==> config.mk <==
export PLATFORM = sky130hd
export DESIGN_NAME = tocr_timer
export DESIGN_NICKNAME = d
export VERILOG_FILES = /design/src/tocr_pkg.sv /design/src/tocr_timer.sv
export SDC_FILE = /design/constraint.sdc
export NUM_CORES = 1
export LEC_CHECK = 0
export BUFFER_PORTS_ARGS = -buffer_cell sky130_fd_sc_hd__buf_2
export CORE_MARGIN = 3
export CORE_UTILIZATION = 48
export DETAILED_ROUTE_END_ITERATION = 16
export GPL_ROUTABILITY_DRIVEN = 0
export PLACE_DENSITY_LB_ADDON = 0.3
export SETUP_SLACK_MARGIN = 0.5
export SLEW_MARGIN = 25
export SYNTH_ARGS = -nofsm -noshare
export SYNTH_HDL_FRONTEND = slang
export SYNTH_SLANG_ARGS = --single-unit
==> constraint.sdc <==
create_clock -name i_core_clk -period 1.9 [get_ports i_core_clk]
set_input_delay 0.19 -clock i_core_clk [delete_from_list [all_inputs] [get_ports i_core_clk]]
set_output_delay 0.19 -clock i_core_clk [all_outputs]
set_load 0.03 [all_outputs]
==> src/tocr_pkg.sv <==
`default_nettype none
package tocr_pkg;
	// Counter and divider widths
	localparam int unsigned COUNT_W = 16;
	localparam int unsigned DIV_W = 8;
	localparam int unsigned SEL_W = 3;
	// Clock figures
	localparam real CORE_CLK_MHZ = 20.0;
	localparam real IFACE_CLK_MHZ = 13.56;
	// Divider mask seed: selector 0 keeps one low bit, so the rate is half the clock
	localparam logic [DIV_W-1:0] DIV_MASK_SEED = 8'hfe;
	// Reset values
	localparam logic [SEL_W-1:0] RST_TICK_RATE = 3'h0;
	localparam logic RST_PRESCALER_USE = 1'h0;
	localparam logic RST_AUTO_RELOAD = 1'h0;
	localparam logic RST_START_NOW = 1'h0;
	localparam logic [COUNT_W-1:0] RST_COUNT = 16'h0000;
	localparam logic [DIV_W-1:0] RST_DIV = 8'h00;
	localparam logic [COUNT_W-1:0] COUNT_ONE = 16'h0001;
	// Selector codes
	localparam logic [SEL_W-1:0] SEL_6M78 = 3'h0;
	localparam logic [SEL_W-1:0] SEL_3M39 = 3'h1;
	localparam logic [SEL_W-1:0] SEL_1M70 = 3'h2;
	localparam logic [SEL_W-1:0] SEL_848K = 3'h3;
	localparam logic [SEL_W-1:0] SEL_424K = 3'h4;
	localparam logic [SEL_W-1:0] SEL_212K = 3'h5;
	localparam logic [SEL_W-1:0] SEL_106K = 3'h6;
	localparam logic [SEL_W-1:0] SEL_53K = 3'h7;
	// Timer run states
	typedef enum logic [0:0] {
		TOCR_IDLE = 1'b0,
		TOCR_RUN = 1'b1
	} tocr_state_t;
endpackage
`default_nettype wire

==> src/tocr_timer.sv <==
`default_nettype none
// Contract
// - Selector picks tick, half clock down to 1/256
// - Selector ignored unless prescaler is enabled
// - Mode 0 at reset counts every clock
// - Mode 1 counts on prescaled tick
// - Without reload, stop and hold zero
// - With reload, reload preset and keep counting
// - Reload control resets to zero
// - Writing start one starts timer at once
//////////////////////////////////////////////////////////////////////////////
module tocr_timer (
	input wire logic i_core_clk,
	input wire logic i_sys_rst,
	input wire logic i_cfg_wr,
	input wire logic [2:0] i_cfg_tick_rate_select,
	input wire logic i_cfg_prescaler_use_select,
	input wire logic i_cfg_auto_reload_on,
	input wire logic i_cfg_start_immediately,
	input wire logic [15:0] i_preset_value,
	output logic [2:0] o_tick_rate_select,
	output logic o_prescaler_use_select,
	output logic o_auto_reload_on,
	output logic o_start_immediately,
	output logic [15:0] o_count_value,
	output logic o_running,
	output logic o_expired
);
	logic [tocr_pkg::SEL_W-1:0] sel_q;
	logic mode_q;
	logic reload_q;
	logic start_q;
	logic [tocr_pkg::COUNT_W-1:0] count_q;
	logic [tocr_pkg::DIV_W-1:0] div_q;
	logic [tocr_pkg::DIV_W-1:0] div_mask;
	logic [tocr_pkg::DIV_W-1:0] div_shift;
	tocr_pkg::tocr_state_t state_q;
	logic expired_q;
	logic start_w;
	logic pre_tick;
	logic tick;
	logic expire_w;
	logic cfg_seen_q;
	logic [8:0] gap_q;
	logic gap_ok_q;

	//////////////////////////////////////////////////////////////////////////
	// Configuration bits
	// reload clears at reset
	always_ff @(posedge i_core_clk) begin
		if (i_sys_rst) begin
			sel_q <= tocr_pkg::RST_TICK_RATE;
			mode_q <= tocr_pkg::RST_PRESCALER_USE;
			reload_q <= tocr_pkg::RST_AUTO_RELOAD;
			start_q <= tocr_pkg::RST_START_NOW;
		end else if (i_cfg_wr) begin
			sel_q <= i_cfg_tick_rate_select;
			mode_q <= i_cfg_prescaler_use_select;
			reload_q <= i_cfg_auto_reload_on;
			start_q <= i_cfg_start_immediately;
		end
	end

	always_ff @(posedge i_core_clk) begin
		if (i_sys_rst) begin
			cfg_seen_q <= 1'b0;
		end else if (i_cfg_wr) begin
			cfg_seen_q <= 1'b1;
		end
	end

	assign start_w = i_cfg_wr && i_cfg_start_immediately;

	//////////////////////////////////////////////////////////////////////////
	// Prescaler
	// Divider restarts with the timer so the first tick has full length
	always_ff @(posedge i_core_clk) begin
		if (i_sys_rst || start_w) begin
			div_q <= tocr_pkg::RST_DIV;
		end else begin
			div_q <= div_q + 8'h01;
		end
	end

	assign div_shift = tocr_pkg::DIV_MASK_SEED << sel_q;
	assign div_mask = ~div_shift;
	assign pre_tick = ((div_q & div_mask) == div_mask);
	assign tick = mode_q ? pre_tick : 1'b1;

	//////////////////////////////////////////////////////////////////////////
	// Down counter
	// expiry on last tick
	assign expire_w = (state_q == tocr_pkg::TOCR_RUN) && tick && !start_w
		&& (count_q <= tocr_pkg::COUNT_ONE);

	always_ff @(posedge i_core_clk) begin
		if (i_sys_rst) begin
			state_q <= tocr_pkg::TOCR_IDLE;
			count_q <= tocr_pkg::RST_COUNT;
		end else if (start_w) begin
			state_q <= tocr_pkg::TOCR_RUN;
			count_q <= i_preset_value;
		end else if (expire_w) begin
			if (reload_q) begin
				count_q <= i_preset_value;
			end else begin
				state_q <= tocr_pkg::TOCR_IDLE;
				count_q <= tocr_pkg::RST_COUNT;
			end
		end else if ((state_q == tocr_pkg::TOCR_RUN) && tick) begin
			count_q <= count_q - tocr_pkg::COUNT_ONE;
		end
	end

	always_ff @(posedge i_core_clk) begin
		if (i_sys_rst) begin
			expired_q <= 1'b0;
		end else begin
			expired_q <= expire_w;
		end
	end

	assign o_tick_rate_select = sel_q;
	assign o_prescaler_use_select = mode_q;
	assign o_auto_reload_on = reload_q;
	assign o_start_immediately = start_q;
	assign o_count_value = count_q;
	assign o_running = (state_q == tocr_pkg::TOCR_RUN);
	assign o_expired = expired_q;

	//////////////////////////////////////////////////////////////////////////
	// Checks
	// Tick spacing is only known once a start or a tick has aligned the divider
	always_ff @(posedge i_core_clk) begin
		if (i_sys_rst) begin
			gap_q <= 9'h001;
			gap_ok_q <= 1'b0;
		end else if (start_w || (!i_cfg_wr && tick)) begin
			gap_q <= 9'h001;
			gap_ok_q <= 1'b1;
		end else if (i_cfg_wr) begin
			gap_q <= 9'h001;
			gap_ok_q <= 1'b0;
		end else begin
			gap_q <= gap_q + 9'h001;
		end
	end

	bypass_step_a: assert property (
		@(posedge i_core_clk) disable iff (i_sys_rst)
		!mode_q && o_running && !start_w && (count_q > tocr_pkg::COUNT_ONE)
		|=> count_q == $past(count_q) - tocr_pkg::COUNT_ONE)
		else $error("bypass mode missed a step");

	presc_hold_a: assert property (
		@(posedge i_core_clk) disable iff (i_sys_rst)
		mode_q && o_running && !start_w && !div_q[0] |=> $stable(count_q))
		else $error("prescaled count moved off tick");

	half_rate_a: assert property (
		@(posedge i_core_clk) disable iff (i_sys_rst)
		mode_q && (sel_q == tocr_pkg::SEL_6M78) && !i_cfg_wr |=> (tick != $past(tick)))
		else $error("fastest prescaled rate wrong");

	tick_gap_a: assert property (
		@(posedge i_core_clk) disable iff (i_sys_rst)
		mode_q && tick && gap_ok_q |-> (gap_q == (9'h002 << sel_q)))
		else $error("prescaled tick spacing wrong");

	stop_hold_a: assert property (
		@(posedge i_core_clk) disable iff (i_sys_rst)
		expire_w && !reload_q |=> (count_q == 16'h0000) && !o_running && o_expired)
		else $error("timer did not stop at zero");

	reload_a: assert property (
		@(posedge i_core_clk) disable iff (i_sys_rst)
		expire_w && reload_q |=> (count_q == $past(i_preset_value)) && o_running)
		else $error("timer did not reload");

	reload_rst_a: assert property (
		@(posedge i_core_clk) disable iff (i_sys_rst)
		!cfg_seen_q |-> !reload_q && !start_q && !mode_q)
		else $error("config not at reset value");

	start_now_a: assert property (
		@(posedge i_core_clk) disable iff (i_sys_rst)
		start_w |=> o_running && (count_q == $past(i_preset_value)))
		else $error("immediate start failed");

	dec_step_a: assert property (
		@(posedge i_core_clk) disable iff (i_sys_rst)
		o_running && tick && !start_w && (count_q > 16'h0001)
		|=> count_q == $past(count_q) - 16'h0001)
		else $error("counter step wrong");

	idle_hold_a: assert property (
		@(posedge i_core_clk) disable iff (i_sys_rst)
		!o_running && !start_w |=> !o_running && $stable(count_q))
		else $error("idle timer moved");

	expire_run_a: assert property (
		@(posedge i_core_clk) disable iff (i_sys_rst)
		o_expired |-> $past(o_running))
		else $error("expiry without running timer");

	start_rb_a: assert property (
		@(posedge i_core_clk) disable iff (i_sys_rst)
		i_cfg_wr |=> (o_start_immediately == $past(i_cfg_start_immediately)))
		else $error("start bit readback wrong");

	cfg_rb_a: assert property (
		@(posedge i_core_clk) disable iff (i_sys_rst)
		i_cfg_wr |=> (o_prescaler_use_select == $past(i_cfg_prescaler_use_select))
		&& (o_tick_rate_select == $past(i_cfg_tick_rate_select)))
		else $error("clock config readback wrong");
endmodule
`default_nettype wire

==> results_dict.tcl, run 1 <==
set metrics [dict create \
    arrival_ns 2.21 \
    final_nets 366 \
    synthArstFlopShare_pct 0 \
    placed_cells 357 \
    cts.sinks 32 \
    fmax_mhz 497.2 \
    cp.required_ns 2.10 \
    max_cap_violations 0 \
    fin_ws_ns -0.1114 \
    grt_use_total_pct 29.64 \
    hold_buffers 0 \
    hold_viol 0 \
    die_area_um2 4768 \
    worstHoldStart "i_preset_value[5]" \
    final_util_pct 82.25 \
    grt_max_degree 16 \
    drive_gt1_share_pct 53.39 \
    ys.flop_type "dfxtp_1" \
    rr_startpoint "o_count_value[14]$_SDFFE_PP0P_" \
    cts_buffers 5 \
    power_leakage_nw 1.346 \
    dieHeight_um 69.05 \
    hold_path.class "in -> reg" \
    clock-root-buffer "clkbuf_8" \
    rsz0062_at_grt "yes" \
    start_util_pct 50.97 \
    violations "negative setup slack" \
    slew_headroom_pct 58.01 \
    worst_slew_pin_slew_ns 0.6299 \
    synth_enable_flop_cells 0 \
    wl_mm 7.966 \
    instances_no_fill 387 \
    ys_warn_count 0 \
    peakVddDrop_mv 0.6432 \
    finalCriticalPeriod_ns 2.011 \
    setup_violations 9 \
    antenna_found_initial 0 \
    critPathKind "reg -> reg" \
    dr.pass1.iters 5 \
    die_x_um 69.05 \
    cts_buffer_depth 2 \
    p_total_mw 2.556 \
    worst-path-max-fanout 4 \
    grt_pass1_vias 2250 \
    rr_worst_depth 8 \
    hold_depth 3 \
    cp-start-kind "flip-flop" \
    synthCells 239 \
    clk_latency_ns 0.31 \
    grt_overflow 0 \
    vias_per_cell 6.390 \
    ys_ff_latch 32 \
    fillCellCount 222 \
    skew_ns 0.008837 \
    drt_iter0_markers 314 \
    htreeDepth 2 \
    postRouteAntennaNets 0 \
    status "finished, violations left" \
    avgSynthCellArea_um2 7.984 \
    drv_slew 0 \
    p_per_area_nw_per_um2 830.0 \
    min_period_over_period_pct 105.9 \
    crit_path_end_kind "flip-flop" \
    dp_hpwl_mm 4.431 \
    synth_fp_nets 267 \
    syn_area_um2 1908 \
    wl_per_cell_um 20.58 \
    numPortBuffers 48 \
    antenna_cells 0 \
    drt_drc_violations_left 0 \
    row_count 22 \
    cp-startpoint "o_count_value[14]$_SDFFE_PP0P_" \
    io_pins 49 \
    vias 2473 \
    synth.distinct_cells 51 \
    ys_seq_area_share_pct 33.57 \
    cts_tree "built" \
    core_area_um2 3744 \
    area_growth_pct 61.38 \
    grt_pass1_wl_mm 11.24 \
    path_clk_slew_ns 0.07 \
]
==> placed cells by master (no fill, tap or decap), drive strengths merged, types with 2 or more instances in the layout <==
cell type / synthesis / final
nor3: 7 / 7
a211oi: 5 / 5
nor3b: 4 / 4
a21oi: 13 / 13
and2: 4 / 4
nand3b: 2 / 2
nor4: 6 / 6
o31ai: 2 / 2
o211ai: 3 / 3
mux2i: 5 / 5
dfxtp: 32 / 32
o21ai: 12 / 12
nand3: 13 / 13
and3: 9 / 9
clkbuf: 9 / 9
a22oi: 2 / 2
nor2: 36 / 36
inv: 4 / 4
a31oi: 4 / 4
o41ai: 2 / 2
xnor2: 4 / 4
a21boi: 2 / 2
buf: 4 / 104
or3: 2 / 2
a32oi: 3 / 3
nand2: 19 / 19
nand4: 2 / 2
a21o: 2 / 2
nand2b: 6 / 6
xor2: 3 / 3
o21bai: 3 / 3
a311oi: 3 / 3
ha: 3 / 3
a22o: 3 / 3
==> through the flow <==
stage                     setup TNS (ns)  setup slack, ns  hold slack (ns)  instance area [um2]
final                            -0.4574          -0.1114          0.09941                 3079
after global routing              -1.359          -0.1545           0.1175                 3079
after CTS                              0          0.02143          0.08651                 2811
after detailed placement        -0.04757         -0.04757           0.3954                 2544
after global placement                 0          0.06614           0.3888                 2544
after floorplan                        0          0.08158           0.2990                 2044
==> synth_stat cells (all sizes together) (5+ instances only) <==
master / number / area share, %
nor4: 6 / 2.3
and3: 9 / 3.2
nand3: 13 / 3.4
a21oi: 13 / 3.4
clkbuf: 9 / 1.8
nor2: 36 / 7.1
o21ai: 12 / 3.1
mux2i: 5 / 2.6
dfxtp: 32 / 34
a211oi: 5 / 2.2
nand2: 19 / 3.9
nor3: 7 / 2.1
nand2b: 6 / 2.0
==> report_power, final <==
part,leakage [nW],switching [mW],internal (mW),total (mW)
logic,1.02,0.625,0.517,1.14
registers,0.271,0.0720,0.721,0.793
clock network,0.0515,0.290,0.331,0.621
total,1.35,0.987,1.57,2.56
==> worst paths after layout <==
check	slack, ns	end
max	-0.11	o_count_value[8]$_SDFFE_PP0P_
min	0.1	o_count_value[5]$_SDFFE_PP0P_
max reg2reg	-0.11	o_count_value[8]$_SDFFE_PP0P_
min reg2reg	0.49	o_start_immediately$_SDFFE_PP0P_
==> routing by layer <==
layer | part of all wire [%] | vias up | track usage (%)
li1 | - | 1080 | -
met1 | 38 | 1156 | 37.32
met2 | 47 | 180 | 46.72
met3 | 9.7 | 57 | 8.163
met4 | 4.6 | 0 | 13.88
met5 | 0 | - | 0
==> state kept, by name (all words and copies together), names as in the netlist <==
| name | cells |
|---|---|
| o_count_value | 16 |
| div_q | 8 |
| o_tick_rate_select | 3 |
| o_auto_reload_on | 1 |
| o_expired | 1 |
| o_prescaler_use_select | 1 |
| o_running | 1 |
| o_start_immediately | 1 |
==> worst max-delay path, stage by stage (launching register included) <==
cell      delay, ns
dfxtp_4        0.36
nor4_4         0.36
o21ai_4        0.16
nor3_4         0.28
buf_4          0.17
buf_6          0.10
and3_4         0.17
o21ai_1        0.06
a311oi_1       0.25
==> logic make-up (layout without fill, tap and decap cells) <==
kind of cell / after synthesis / count (layout) / share of synthesized area (%)
mux: 5 / 5 / 2.623
compound gates: 64 / 64 / 24.46
buf+inv: 17 / 117 / 3.999
simple gates: 111 / 111 / 30.16
fa+ha+maj: 3 / 3 / 1.967
flops: 32 / 32 / 33.57
xor+xnor: 7 / 7 / 3.213
==> area by class of cell <==
type                    instances  area (um2)  area share [%]
inverters                       4       17.52          0.5689
multi-input cells             190        1469           47.70
repair buffers                105       758.2           24.62
well taps                      48       60.06           1.950
flip-flops and latches         32       674.4           21.90
clock buffers                   8       100.1           3.251
==> timing repair <==
action	4_1_cts	5_1_grt
hold endpoints to repair	0	0
pin swaps	23	29
endpoints found under the setup margin	18	20
buffers inserted	13	8
gates resized for setup	19	43
cloned	0	1
Note: power is estimated with default switching activity, not from simulation.
==> inputs of run 2 (changes only) <==
--- a/config.mk
+++ b/config.mk
@@ -5,6 +5,7 @@
 export SDC_FILE = /design/constraint.sdc
 export NUM_CORES = 1
 export LEC_CHECK = 0
+export ABC_AREA = 1
 export BUFFER_PORTS_ARGS = -buffer_cell sky130_fd_sc_hd__buf_2
 export CORE_MARGIN = 3
 export CORE_UTILIZATION = 48
==> run 2 against run 1 <==
Against the previous run:
- utilization decreased by 14 points
- sequential power decreased by 1%
- final cell count increased by 15%
- wire length decreased by 20%
- the flow now finishes without violations
- largest power group unchanged
- setup slack improved by 0.34 ns
- critical path type unchanged
- total power decreased by 10%
- clock power decreased by 11%
- area after synthesis increased by 8.3%
- synthesized cell count increased by 38%
- clock skew increased by 0.0028 ns
==> results_dict.tcl, run 2 <==
set metrics [dict create \
    final_common_cell "nand2_1" \
    synth.distinct_cells 34 \
    drive_gt1_share_pct 36.11 \
    arrival_ns 1.85 \
    die_x_um 71.60 \
    ys_ff_latch 32 \
    ys.flop_type "dfxtp_1" \
    hold_path.class "in -> reg" \
    fin_ws_ns 0.2290 \
    core_area_um2 4086 \
    yosysTopAreaCell "dfxtp_1" \
    drt_iter0_markers 160 \
    seqPwrFrac_pct 34.1 \
    fmax_mhz 598.4 \
    preCtsSetupSlack_ns 0.1860 \
    cp.required_ns 2.08 \
    start_util_pct 50.55 \
    row_count 23 \
    status "finished clean" \
    clock-root-buffer "clkbuf_8" \
    grt_pass1_wl_mm 9.694 \
    vias_per_cell 5.399 \
    critPathKind "reg -> reg" \
    cts_buffers 5 \
    grt_overflow 0 \
    rsz0062_at_grt "yes" \
    max_stage_delay_ns 0.36 \
    p_comb_share_pct 41.7 \
    cts_buffer_depth 2 \
    p_clk_share_pct 24.2 \
    synth_top_family_by_area "simple AND/OR/NAND/NOR gates" \
    hold_viol 0 \
    grt_use_total_pct 23.90 \
    synthArstFlopShare_pct 0 \
    htreeDepth 2 \
    synth_area_leaders "dfxtp_1 (31%), nand2_1 (15%), nor2_1 (11%), inv_1 (5.8%), nand3_1 (5.6%)" \
    drt_drc_violations_left 0 \
    min_period_over_period_pct 87.95 \
    skew_ns 0.01166 \
    final_cell_mix "nand2_1 (77), nor2_1 (53), buf_2 (48), inv_1 (29), nand3_1 (21)" \
    syn_area_um2 2066 \
    cts_tree "built" \
    ys_warn_count 0 \
    p_int_mw 1.375 \
    ys_seq_area_share_pct 31.01 \
    slew_headroom_pct 76.74 \
    instances_no_fill 446 \
    synth_compound_area_share_pct 14.72 \
    synth_top_area_share_pct 31.01 \
    fin_hold_ws_ns 0.1323 \
    max_cap_violations 0 \
    peakVddDrop_mv 0.5770 \
    synthMuxAreaShare_pct 0 \
    tns_ns 0 \
    final_nets 423 \
    power_leakage_nw 1.290 \
    hold_buffers 0 \
    antenna_found_initial 0 \
    synth_fp_nets 358 \
    fillCellCount 348 \
    synth.most_common_cell "nand2_1" \
    largest_reg_flops 16 \
    cpMaxStageDelayCell "dfxtp_4" \
    drv_slew 0 \
    worst_slew_pin_slew_ns 0.3488 \
    cp-start-kind "flip-flop" \
    numPortBuffers 48 \
    setup_violations 0 \
    synthAdderAreaFrac_pct 1.817 \
    io_pins 49 \
    p_total_mw 2.296 \
    stdcell_area_um2 2788 \
    p_per_area_nw_per_um2 823.5 \
    antenna_cells 0 \
    p_sw_mw 0.9207 \
    path_cells "nor2_4, nand2_2, nor2_4, nand3_4, buf_4, nand3_1, a21oi_1, nor2_1, nor2_1" \
    wl_mm 6.344 \
    path_clk_slew_ns 0.07 \
    wl_per_cell_um 14.22 \
    die_area_um2 5127 \
    postRouteAntennaNets 0 \
    dp_hpwl_mm 4.125 \
    synthCells 330 \
    avgSynthCellArea_um2 6.260 \
    worst-path-max-fanout 7 \
    placed_cells 423 \
    post_dp_cell_area_um2 2451 \
    vias 2408 \
    synthSimpleGateAreaFrac_pct 40.16 \
    clk_latency_ns 0.30 \
    crit_path_end_kind "flip-flop" \
    area_growth_pct 34.95 \
    grt_pass1_vias 2211 \
    synth_xor_area_share_pct 2.544 \
    p_sw_share_pct 40.10 \
    dieHeight_um 71.60 \
    dr.pass1.iters 4 \
    synth_common_cells "nand2_1 (83), nor2_1 (61), dfxtp_1 (32), inv_1 (32), nand3_1 (23)" \
    grt_max_degree 18 \
    final_util_pct 68.22 \
    synth_enable_flop_cells 0 \
    cts.sinks 32 \
    finalCriticalPeriod_ns 1.671 \
]
run 2: worst paths after layout:
kind | startpoint | end | slack, ns | cells past startpoint
worst max register to register | o_count_value[3]$_SDFFE_PP0P_ | o_count_value[11]$_SDFFE_PP0P_ | 0.23 | 9
worst min-delay path | i_cfg_prescaler_use_select | o_prescaler_use_select$_SDFFE_PP0P_ | 0.13 | 3
worst max-delay path | o_count_value[3]$_SDFFE_PP0P_ | o_count_value[11]$_SDFFE_PP0P_ | 0.23 | 9
worst min register to register | o_start_immediately$_SDFFE_PP0P_ | o_start_immediately$_SDFFE_PP0P_ | 0.47 | 2
run 2: logic make-up after synthesis:
group | after synthesis
xor gates and xnor gates | 6
AOI/OAI and AO/OA | 50
DFF | 32
and+or+nand+nor | 191
adders and majority gates | 3
buffers and inverters | 48
run 2: cell type report:
type	instances	area (um2)	area share, %
clock buffers	8	90.09	3.232
inverters	40	167.7	6.014
multi-input cells	252	1408	50.49
flip-flops and latches	32	680.7	24.42
well taps	50	62.56	2.244
repair buffers	63	372.9	13.38
repair inverters	1	6.256	0.2244
run 2: timing repair:
| item | 4_1_cts | 5_1_grt |
|---|---|---|
| setup endpoints to repair | 18 | 18 |
| pin swaps | 12 | 13 |
| gates resized for setup | 18 | 17 |
| gates cloned | 3 | 0 |
| buffers inserted | 8 | 4 |
run 2: per-layer routing:
layer	GRT usage, %	vias to the layer above	share of wire [%]
met1	27.28	1105	39
li1	-	1185	-
met2	41.53	100	51
met4	10.44	0	2.1
met3	6.592	18	8.2
met5	0	-	0
run 2: power groups by stage:
stage	Combinational, mW	Clock, mW	Sequential (mW)
2_1_floorplan	0.528	0	0.864
4_1_cts	0.862	0.565	0.780
5_1_grt	1.04	0.586	0.788
3_5_place_dp	0.756	0	0.792
6_report	0.958	0.555	0.782
3_3_place_gp	0.739	0	0.791
run 2: critical path, delay by kind of cell, from the launching register on:
kind | cells | cell delay [ns]
buffers and inverters | 1 | 0.21
AND/OR/NAND/NOR | 7 | 0.90
flip-flops | 1 | 0.36
AO/OA/AOI/OAI | 1 | 0.07
